[config.mk]
export PLATFORM = sky130hd
export DESIGN_NAME = pcie_unit_error_status
export DESIGN_NICKNAME = d
export VERILOG_FILES = /design/src/smb_low_timer.v /design/src/pcie_unit_error_status.v
export VERILOG_INCLUDE_DIRS = /design/src
export SDC_FILE = /design/constraint.sdc
export NUM_CORES = 1
export LEC_CHECK = 0
export ABC_CLOCK_PERIOD_IN_PS = 2400
export BUFFER_PORTS_ARGS = -buffer_cell sky130_fd_sc_hd__buf_4
export CORE_MARGIN = 3
export CORE_UTILIZATION = 30
export CTS_CLUSTER_DIAMETER = 40
export DETAILED_ROUTE_END_ITERATION = 16
export PLACE_DENSITY_LB_ADDON = 0.2
export SKIP_CTS_REPAIR_TIMING = 1
export SYNTH_ARGS = -nofsm -noshare
export SYNTH_HDL_FRONTEND = slang
export SYNTH_SLANG_ARGS = --single-unit
[constraint.sdc]
create_clock -name clk_sys -period 2.4 [get_ports clk_sys]
set_input_delay 0.6 -clock clk_sys [delete_from_list [all_inputs] [get_ports clk_sys]]
set_output_delay 0.6 -clock clk_sys [all_outputs]
set_load 0.005 [all_outputs]
[src/unit_err_regs.vh]
// register offsets, bit positions, reset values and timing counts for the unit error block
`ifndef UNIT_ERR_REGS_VH
`define UNIT_ERR_REGS_VH

// ************************************************************
// register byte offsets
// ************************************************************
`define UE_STATUS_OFS      12'h140
`define UE_MASK_OFS        12'h144
`define UE_IRQ_STAT_OFS    12'h150
`define UE_IRQ_EN_OFS      12'h154
`define UE_IRQ_CLR_OFS     12'h158
`define UE_CTRL_OFS        12'h15c
`define UE_STATE_OFS       12'h160

// ************************************************************
// status and mask bit positions
// ************************************************************
`define UE_BIT_LINK_DOWN   11
`define UE_BIT_DDQ_PAR     10
`define UE_BIT_LUT_PAR     9
`define UE_BIT_LRB_DATA    8
`define UE_BIT_LRB_HDR     7
`define UE_BIT_LRB_CTL     6
`define UE_BIT_DLLP_TO     5
`define UE_BIT_SMB_CLTO    2
`define UE_BIT_SMB_NAK     1
`define UE_BIT_SMB_LA      0

// writable and settable bits of status; 4 and 3 reserved
`define UE_IMPL_MASK       16'h0fe7

// ************************************************************
// reset values
// ************************************************************
`define UE_STATUS_RST      16'h0000
`define UE_MASK_RST        16'h0000
`define UE_IRQ_EN_RST      16'h0000

// ************************************************************
// timing
// ************************************************************
`define UE_SMB_LOW_MS      25
`define UE_CLK_KHZ         100000
`define UE_SMB_LOW_CYC     (`UE_SMB_LOW_MS * `UE_CLK_KHZ)

`endif

[src/smb_low_timer.v]
// smbus clock low timeout detector
`timescale 1ns/100ps
`default_nettype none

module smb_low_timer
#(
  parameter [31:0] LIMIT = 32'd2500000
)
(
  input  wire        clk_sys,
  input  wire        sys_rst,
  input  wire        scl_low,
  output reg         timeout_pulse
);

  reg [31:0] count_q;
  reg        fired_q;

  // counts while low; one pulse per low period so a stuck line is one event
  always @(posedge clk_sys)
  begin
    if (sys_rst || !scl_low)
    begin
      count_q       <= 32'h0000_0000;
      fired_q       <= 1'b0;
      timeout_pulse <= 1'b0;
    end
    else
    begin
      timeout_pulse <= 1'b0;
      if (count_q < LIMIT)
        count_q <= count_q + 32'h0000_0001;
      else if (!fired_q)
      begin
        fired_q       <= 1'b1;
        timeout_pulse <= 1'b1;
      end
    end
  end

endmodule

`default_nettype wire

[src/pcie_unit_error_status.v]
// unit error status, mask and interrupt logic for a pcie root port
//
// Contract
// [RULE_01] set link down bit when link moves from up to down
// [RULE_02] no link down bit when software caused the drop
// [RULE_03] status bits clear only on a written one; zero leaves them
// [RULE_04] status survives reset; zero only at power-up
// [RULE_05] set bit 10 on downstream data queue parity error
// [RULE_06] lookup parity: set bit 9, stop transfers, force retraining
// [RULE_07] lookup parity reported again on every access to bad row
// [RULE_08] set bit 8 on retry buffer data parity error
// [RULE_09] retry buffer parity checked only during a replay
// [RULE_10] header parity: set bit 7, mark current bad, stop transfers
// [RULE_11] control parity: set bit 6, fatal, stop data transfers
// [RULE_12] set bit 5 on flow control dllp timeout, not ack/nak
// [RULE_13] set bit 2 when smbus clock low over 25 ms
// [RULE_14] set bit 1 on unexpected smbus nak
// [RULE_15] set bit 0, correctable, on lost smbus arbitration
// [RULE_16] masked errors still recorded but not logged to first/next
// [RULE_17] reserved bits 4 and 3 read zero, ignore writes
//
// Added by the designer: the plain strobed port.
`timescale 1ns/100ps
`default_nettype none
`include "unit_err_regs.vh"

module pcie_unit_error_status
#(
  parameter [31:0] SMB_LOW_CYCLES = `UE_SMB_LOW_CYC
)
(
  input  wire        clk_sys,
  input  wire        sys_rst,
  input  wire        por_rst,
  // register port
  input  wire [11:0] reg_addr,
  input  wire [31:0] reg_wdata,
  input  wire        reg_wr,
  input  wire        reg_rd,
  output reg  [31:0] reg_rdata,
  // link and transaction layer events
  input  wire        link_up,
  input  wire        sec_bus_reset,
  input  wire        link_disable,
  input  wire        loopback_en,
  input  wire        ddq_parity_err,
  input  wire        lut_access,
  input  wire        lut_parity_bad,
  input  wire        replay_active,
  input  wire        link_retry_buffer_data_par,
  input  wire        link_retry_buffer_hdr_par,
  input  wire        link_retry_buffer_ctl_par,
  input  wire        fc_dllp_timeout,
  input  wire        acknak_timeout,
  // smbus side
  input  wire        smb_scl_in,
  input  wire        smbus_unexpected_nak,
  input  wire        smbus_lost_arbitration,
  // consequences
  output reg         transfer_halt,
  output reg         force_retrain,
  output reg         mark_bad_tlp,
  output reg  [15:0] log_event,
  output reg         fatal_err,
  output reg         correctable_err,
  output reg         irq
);

  // ************************************************************
  // state
  // ************************************************************
  reg  [15:0] status_q;
  wire [15:0] status_d;
  wire [15:0] irq_stat_d;
  wire        halt_cause;
  reg  [15:0] mask_q;
  reg  [15:0] irq_stat_q;
  reg  [15:0] irq_en_q;
  reg         link_up_q;
  reg         halt_q;
  reg  [1:0]  scl_sync_q;
  reg  [15:0] events;
  reg         clto_pulse_q;
  wire        clto_pulse;
  wire        w1c_status;
  wire        wr_irq_clr;

  // positions that hold a real error; the rest are tied off per bit below
  localparam [15:0] IMPL_BITS = `UE_IMPL_MASK;

  // scl comes from a pin: two flops before the timer reads it
  always @(posedge clk_sys)
  begin
    if (sys_rst)
      scl_sync_q <= 2'b11;
    else
      scl_sync_q <= {scl_sync_q[0], smb_scl_in};
  end

  smb_low_timer
  #(
    .LIMIT         (SMB_LOW_CYCLES)
  )
  u_smb_low_timer
  (
    .clk_sys       (clk_sys),
    .sys_rst       (sys_rst),
    .scl_low       (~scl_sync_q[1]),
    .timeout_pulse (clto_pulse)
  );

  // ************************************************************
  // event collection
  // ************************************************************

  // previous link state, so the down edge is seen once
  always @(posedge clk_sys)
  begin
    if (sys_rst)
      link_up_q <= 1'b0;
    else
      link_up_q <= link_up;
  end

  always @(posedge clk_sys)
  begin
    clto_pulse_q <= clto_pulse;
  end

  // one event vector in status layout; bits 4 and 3 never set
  always @*
  begin
    events = 16'h0000;
    events[`UE_BIT_LINK_DOWN] = link_up_q && !link_up
                               && !(sec_bus_reset || link_disable || loopback_en); // [RULE_01] [RULE_02]
    events[`UE_BIT_DDQ_PAR]   = ddq_parity_err;                                     // [RULE_05]
    // a bad row reports each time it is touched, so repeats are expected
    events[`UE_BIT_LUT_PAR]   = lut_access && lut_parity_bad;                       // [RULE_06] [RULE_07]
    // retry buffer parity is only meaningful while replaying
    events[`UE_BIT_LRB_DATA]  = replay_active && link_retry_buffer_data_par;        // [RULE_08] [RULE_09]
    events[`UE_BIT_LRB_HDR]   = replay_active && link_retry_buffer_hdr_par;         // [RULE_10] [RULE_09]
    events[`UE_BIT_LRB_CTL]   = replay_active && link_retry_buffer_ctl_par;         // [RULE_11] [RULE_09]
    events[`UE_BIT_DLLP_TO]   = fc_dllp_timeout && !acknak_timeout;                 // [RULE_12]
    events[`UE_BIT_SMB_CLTO]  = clto_pulse_q;                                       // [RULE_13]
    events[`UE_BIT_SMB_NAK]   = smbus_unexpected_nak;                               // [RULE_14]
    events[`UE_BIT_SMB_LA]    = smbus_lost_arbitration;                             // [RULE_15]
  end

  // ************************************************************
  // register decode
  // ************************************************************
  assign w1c_status = reg_wr && (reg_addr == `UE_STATUS_OFS);
  assign wr_irq_clr = reg_wr && (reg_addr == `UE_IRQ_CLR_OFS);

  // ************************************************************
  // per-bit next values
  // ************************************************************

  // one cell per status position, shared by the error and interrupt banks;
  // reserved cells are tied to zero so a write there can never stick
  genvar gi;
  generate
    for (gi = 0; gi < 16; gi = gi + 1)
    begin : g_bit
      if (IMPL_BITS[gi])
      begin : g_live
        // set wins over a same-cycle clear, so an event is never lost
        assign status_d[gi]   = events[gi]
                                | (status_q[gi] & ~(w1c_status & reg_wdata[gi]));   // [RULE_03]
        // the interrupt copy clears through its own write-one register
        assign irq_stat_d[gi] = events[gi]
                                | (irq_stat_q[gi] & ~(wr_irq_clr & reg_wdata[gi]));
      end
      else
      begin : g_resv
        // reserved position: reads zero whatever software writes
        assign status_d[gi]   = 1'b0;                                               // [RULE_17]
        assign irq_stat_d[gi] = 1'b0;
      end
    end
  endgenerate

  // ************************************************************
  // sticky status and mask
  // ************************************************************

  // status is sticky: only the power-on reset clears it, sys_rst does not
  always @(posedge clk_sys)
  begin
    if (por_rst)
      status_q <= `UE_STATUS_RST;   // [RULE_04]
    else
      status_q <= status_d;         // [RULE_04]
  end

  // mask bits are sticky in the same way as the status they qualify
  always @(posedge clk_sys)
  begin
    if (por_rst)
      mask_q <= `UE_MASK_RST;
    else if (reg_wr && (reg_addr == `UE_MASK_OFS))
      mask_q <= reg_wdata[15:0] & `UE_IMPL_MASK;
  end

  // ************************************************************
  // interrupt bank
  // ************************************************************

  // interrupt status: same layout as the error status, but cleared by sys_rst
  always @(posedge clk_sys)
  begin
    if (sys_rst)
      irq_stat_q <= 16'h0000;
    else
      irq_stat_q <= irq_stat_d;
  end

  // enable register; reserved and upper positions are not writable
  always @(posedge clk_sys)
  begin
    if (sys_rst)
      irq_en_q <= `UE_IRQ_EN_RST;
    else if (reg_wr && (reg_addr == `UE_IRQ_EN_OFS))
      irq_en_q <= reg_wdata[15:0] & `UE_IMPL_MASK;
  end

  // level output from a flop, one cycle behind the status it reflects
  always @(posedge clk_sys)
  begin
    if (sys_rst)
      irq <= 1'b0;
    else
      irq <= |(irq_stat_q & irq_en_q);
  end

  // ************************************************************
  // fatal handling and logging
  // ************************************************************

  // every hit that leaves the datapath unusable
  assign halt_cause = events[`UE_BIT_LUT_PAR]
                      | events[`UE_BIT_LRB_HDR]
                      | events[`UE_BIT_LRB_CTL];   // [RULE_06] [RULE_10] [RULE_11]

  // once a fatal parity hits, transfers stay stopped until reset;
  // pointers or tables are suspect, so there is no safe way to resume
  always @(posedge clk_sys)
  begin
    if (sys_rst)
    begin
      halt_q        <= 1'b0;
      transfer_halt <= 1'b0;
    end
    else
    begin
      halt_q        <= halt_q | halt_cause;        // [RULE_06] [RULE_10] [RULE_11]
      transfer_halt <= halt_q | halt_cause;        // [RULE_06] [RULE_10] [RULE_11]
    end
  end

  // one retrain request per lookup hit; repeats follow repeated accesses
  always @(posedge clk_sys)
  begin
    if (sys_rst)
      force_retrain <= 1'b0;
    else
      force_retrain <= events[`UE_BIT_LUT_PAR];    // [RULE_06]
  end

  // the transaction in flight is marked bad on a header hit
  always @(posedge clk_sys)
  begin
    if (sys_rst)
      mark_bad_tlp <= 1'b0;
    else
      mark_bad_tlp <= events[`UE_BIT_LRB_HDR];     // [RULE_10]
  end

  // masked errors are recorded above but kept from first/next logs
  always @(posedge clk_sys)
  begin
    if (sys_rst)
      log_event <= 16'h0000;
    else
      log_event <= events & ~mask_q;               // [RULE_16]
  end

  // each fatal source is gated by its own mask bit only
  always @(posedge clk_sys)
  begin
    if (sys_rst)
      fatal_err <= 1'b0;
    else
      fatal_err <= (events[`UE_BIT_LRB_HDR] & ~mask_q[`UE_BIT_LRB_HDR])
                   | (events[`UE_BIT_LRB_CTL] & ~mask_q[`UE_BIT_LRB_CTL]); // [RULE_10] [RULE_11] [RULE_16]
  end

  // lost arbitration is the only correctable source in this block
  always @(posedge clk_sys)
  begin
    if (sys_rst)
      correctable_err <= 1'b0;
    else
      correctable_err <= events[`UE_BIT_SMB_LA] & ~mask_q[`UE_BIT_SMB_LA];  // [RULE_15]
  end

  // ************************************************************
  // read port: data one cycle after the strobe, zero otherwise
  // ************************************************************
  always @(posedge clk_sys)
  begin
    if (sys_rst || !reg_rd)
      reg_rdata <= 32'h0000_0000;
    else
    begin
      case (reg_addr)
        `UE_STATUS_OFS:   reg_rdata <= {16'h0000, status_q};    // [RULE_17]
        `UE_MASK_OFS:     reg_rdata <= {16'h0000, mask_q};
        `UE_IRQ_STAT_OFS: reg_rdata <= {16'h0000, irq_stat_q};
        `UE_IRQ_EN_OFS:   reg_rdata <= {16'h0000, irq_en_q};
        `UE_STATE_OFS:    reg_rdata <= {29'h0000_0000, link_up_q, scl_sync_q[1], halt_q};
        default:          reg_rdata <= 32'h0000_0000;
      endcase
    end
  end

endmodule

`default_nettype wire

=== Word level (Yosys, flattened, before mapping) ===
Index checks and enable logic that the tools add are counted.

* Register bits after elaboration: 144
* Latch bits: 0
* RAM bits: 0
* Bits in read-only memories: 0
* Input bits: 65
* Logic and storage cells: 144
* Memories: 0

* Add/subtract/negate cells: 1
* Multipliers: 0
* Divide/modulo/power cells: 0
* $lt $le $gt $ge: 1
* Equality and inequality tests: 6
* Shift operators: 0
* Mux-type cells: 2
* Bitwise gates (word level): 93
* Reductions and logical operators: 21

{| class="wikitable"
|+ Operators with widths
! cell !! number
|-
| $pmux W16 S5 || 1
|-
| $eq A12 B9 Y1 const B || 6
|-
| $and A1 B1 Y1 || 43
|-
| $add A32 B1 Y32 const B || 1
|-
| $lt A32 B22 Y1 const B || 1
|-
| $or A1 B1 Y1 || 24
|-
| $not A1 Y1 || 23
|-
| $and A12 B16 Y16 || 1
|-
| $and A16 B12 Y16 || 1
|-
| $not A12 Y16 || 1
|-
| $reduce_or A16 Y1 || 1
|-
| $logic_and A1 B1 Y1 || 11
|-
| $logic_not A1 Y1 || 4
|-
| $logic_or A1 B1 Y1 || 4
|-
| $reduce_or A2 Y1 || 1
|-
| $mux W1 || 1
|}

=== Logic depth before layout (Yosys ltp) ===
* Word-level depth: 6
* Gate-level depth with buffers: 6
* Depth with buffers taken out: 5

=== Hierarchy ===
From an unflattened synthesis, not the netlist that was laid out.

* Cells, all modules: 453
* Area total of the unflattened synthesis: 4485.6 um^2

{| class="wikitable"
|+ By module, submodules not included
! module !! times used !! cells each !! area an instance (um^2)
|-
| pcie_unit_error_status || 1 || 281 || 2935.3
|-
| smb_low_timer || 1 || 172 || 1550.2
|}

=== Least setup slack after synthesis ===
OpenSTA, ideal clock, no wires.

* Path kind: input port to flip-flop
* From: in reg_addr[1]
* To: reg irq_en_q[10]
* Data arrival time: 2.156 ns
* Required time: 2.268 ns
* Path slack: 0.112 ns
* Stages on the path: 6
* Path buffers: 2
* Path through: or4b_4 or4b_1 buf_4 buf_6 o21ai_0 a21oi_1

* Word-level cells in the longest chain between the ends: 2

{| class="wikitable"
|+ RTL lines
! item !! line !! RTL
|-
| from (decl) || pcie_unit_error_status.v:36 || <nowiki>input wire [11:0] reg_addr,</nowiki>
|-
| $eq A12 B9 Y1 || - ||
|-
| $logic_and A1 B1 Y1 || pcie_unit_error_status.v:223 || <nowiki>else if (reg_wr && (reg_addr == `UE_IRQ_EN_OFS))</nowiki>
|-
| to (signal assigned) || pcie_unit_error_status.v:222 || <nowiki>irq_en_q <= `UE_IRQ_EN_RST;</nowiki>
|-
| to (signal assigned) || pcie_unit_error_status.v:224 || <nowiki>irq_en_q <= reg_wdata[15:0] & `UE_IMPL_MASK;</nowiki>
|-
| to (decl) || pcie_unit_error_status.v:78 || <nowiki>reg [15:0] irq_en_q;</nowiki>
|}

Every way passes these cells.
A chain may end at the register's enable or synchronous reset.

=== Worst setup path in the final report ===
* From: reg u_smb_low_timer.count_q[14]
* To: reg u_smb_low_timer.count_q[18]

* Word-level cells in the longest chain between the ends: 1

{| class="wikitable"
|+ RTL lines
! item !! line !! RTL
|-
| from (decl) || smb_low_timer.v:16 || <nowiki>reg [31:0] count_q;</nowiki>
|-
| from (signal assigned) || smb_low_timer.v:32 || <nowiki>count_q <= count_q + 32'h0000_0001;</nowiki>
|-
| $add A32 B1 Y32 or $lt A32 B22 Y1 (tied branches) || smb_low_timer.v:32, smb_low_timer.v:31 ||
|}

Parallel ways exist; a longest one is shown, timed or not.

==> flow_summary.ini <==
[die]
chipWidth_um = 126.4
io_pins = 119
fp.dieArea_um2 = 15990
start_util_pct = 30.99
core-area_um2 = 14040
core.rowCount = 43
die_h_um = 126.4

[synthesis]
ys_warn_count = 0
synth_cell_types = 51
synth_top_family_by_area = simple AND/OR/NAND/NOR gates
avgSynthCellArea_um2 = 9.379
synth_mux_area_share_pct = 7.303
synthTopCellsByCount = dfxtp_1 (103), a21oi_1 (42), nor2_1 (36), buf_4 (31), nand2_1 (28)
syn_inst = 464
synth_top_area_share_pct = 47.38
synth-simple-area-share_pct = 19.06
synth-compound-area-share_pct = 17.48
synthArstFlopShare_pct = 0
synth.most_common_cell = dfxtp_1
yosysTopAreaCell = dfxtp_1
ys.flop_type = dfxtp_1
yosysSeqAreaShare_pct = 47.38
synth.area.top_cells = dfxtp_1 (47%), mux2i_1 (5.8%), buf_4 (5.3%)
synth_edf_count = 0
synth.ff_latch_count = 103
syn_area_um2 = 4352
synthAdderAreaFrac_pct = 0.2875
synth-xor-area-share_pct = 0.4025

[min_path]
min_to = clto_pulse_q
hold_depth = 0
min-delay-start = u_smb_low_timer.timeout_pulse
min_path_type = register to register

[cells_and_area]
regArea_um2 = 2062
final.fill_count = 1444
antenna_cells = 0
fin_nets = 599
multi_input_area_um2 = 2044
final_util_pct = 37.73
synthToLayoutAreaGrowth_pct = 21.74
drive_gt1_share_pct = 20.45

[global_route]
grt_pass1_vias = 3528
track_usage_pct = 13.47
grt-ovfl-total = 0
grt_pass1_wl_mm = 17.37
grt_max_degree = 28
antenna_found_initial = 0

[critical_path]
crit_type = register to register
cp_num_cells = 5
max_stage_delay_ps = 660
cp-start-kind = register
cp_data_required_time_ps = 2680
r2r_cells = 5
cp.arrival_ps = 2480
timing.rr.start = u_smb_low_timer.count_q[14]
cp_slowest_cell = a2111o_2
timing.rr.end = u_smb_low_timer.count_q[18]
reg2reg_setup_slack_ps = 200
cp_max_fo = 19
crit_path_end_kind = register
startpoint = u_smb_low_timer.count_q[14]
critical-path-top-delay-family = compound AO/OA/AOI/OAI gates
path_buf_inv = 0
crit_chain = nor4_1 > o31ai_1 > a2111o_2 > or4_1 > a21oi_1

[run_status]
outcome = finished, final reports clean

[pwr]
power.leakage_nw = 2.026
irDropWorstVdd_mv = 0.4177
p_per_area_nw_per_um2 = 652.6

[placed_design]
gp_congestion = 0.7333
portBuffers = 68
pre_cts_ws_ps = -148.0
dp_hpwl_mm = 7.435

[detailed_routing]
first_iter_violations = 163
viasPerCell = 4.932
final_antenna_net_count = 0
wl_mm = 10.54
num_vias = 3541
drc = 0
wl_per_cell_um = 14.68
detail_route.first_pass.iterations = 4

[timing]
tightest_slew_ps = 661.3
finalHoldViolCount = 0
post-route-period-util_pct = 91.79
fin_crit_ps = 2203
drv_slew = 0
worst_slack_ps = 197.0
relSlewSlack_pct = 55.78
timing.fmax_ghz = 0.4539
rsz0062_at_grt = no
setup_viol = 0
skew_ps = 6.241

[clock_network]
clkTransAtPathRegs_ps = 70
cts.path.max_buffers = 2
clk_latency_ps = 350
cts_made_buffers = 9
cts_tree = done
clkSinkCount = 103
cts-root-buf = clkbuf_16
htree_levels = 3

[run]
drv_cap = 0
-- logic make-up after synthesis --
| logic type | Yosys count |
|---|---|
| simple gates | 150 |
| compound gates | 117 |
| flops | 103 |
| buf+inv | 59 |
| mux | 31 |
| xor+xnor | 2 |
| fa+ha+maj | 1 |
| other cells | 1 |
-- registers in the layout, summed over array words and instances, names as in the netlist, 2 cells and up --
signal	count
log_event	10
irq_en_q	10
scl_sync_q	2
mask_q	10
reg_rdata	10
u_smb_low_timer.count_q	32
irq_stat_q	10
status_q	10
-- routing by layer --
metal  wire [um]  vias to the layer above  track usage, %  share of wire, %
met3         461                       11           3.537               4.4
li1            -                     1759               -                 -
met2        5285                       69           23.47                50
met1        4642                     1702           16.23                44
met4         148                        0           4.164               1.4
met5           0                        -               0                 0
-- power breakdown --
group | internal, mW | switching (mW)
combinational | 0.101 | 0.106
sequential | 1.74 | 0.0190
clock | 0.824 | 0.666
total | 2.67 | 0.792
-- placed cells by master (no fill, tap or decap), types with 14 or more instances in the layout --
cell     Yosys  final
nor2_1      36     36
buf_4       31     78
or3_1       15     15
dfxtp_1    103    103
and2_1      14     14
o21ai_0     26     26
conb_1       1     28
a21oi_1     42     42
mux2i_1     25     25
nand2_1     28     28
-- area by class of cell --
cell class / count / share of cell area [%]
Sequential cell: 103 / 38.92
Multi-Input combinational cell: 329 / 38.59
Timing Repair Buffer: 80 / 11.81
Clock buffer: 10 / 4.322
Tap cell: 180 / 4.251
Clock inverter: 6 / 1.393
Inverter: 10 / 0.7085
-- through the flow --
stage	instances	setup TNS [ps]	area [um2]	hold WS, ps	total power [mW]
after CTS	718	0	5296	338.9	3.515
after global placement	702	-1326	4994	310.5	2.005
final	718	0	5298	334.8	3.457
after global routing	718	0	5298	342.5	3.619
after floorplan	491	0	4453	309.6	1.927
after detailed placement	702	-1477	4994	322.6	2.007
-- worst max-delay path by stage --
stage	end	slack (ps)
6_report	u_smb_low_timer.count_q[18]	200
5_1_grt	u_smb_low_timer.count_q[18]	50
4_1_cts	u_smb_low_timer.count_q[18]	130
3_5_place_dp	reg_rdata[11]	-150
3_3_place_gp	reg_rdata[11]	-140
2_1_floorplan	irq_en_q[10]	110
Note: power is estimated with default switching activity, not from simulation.
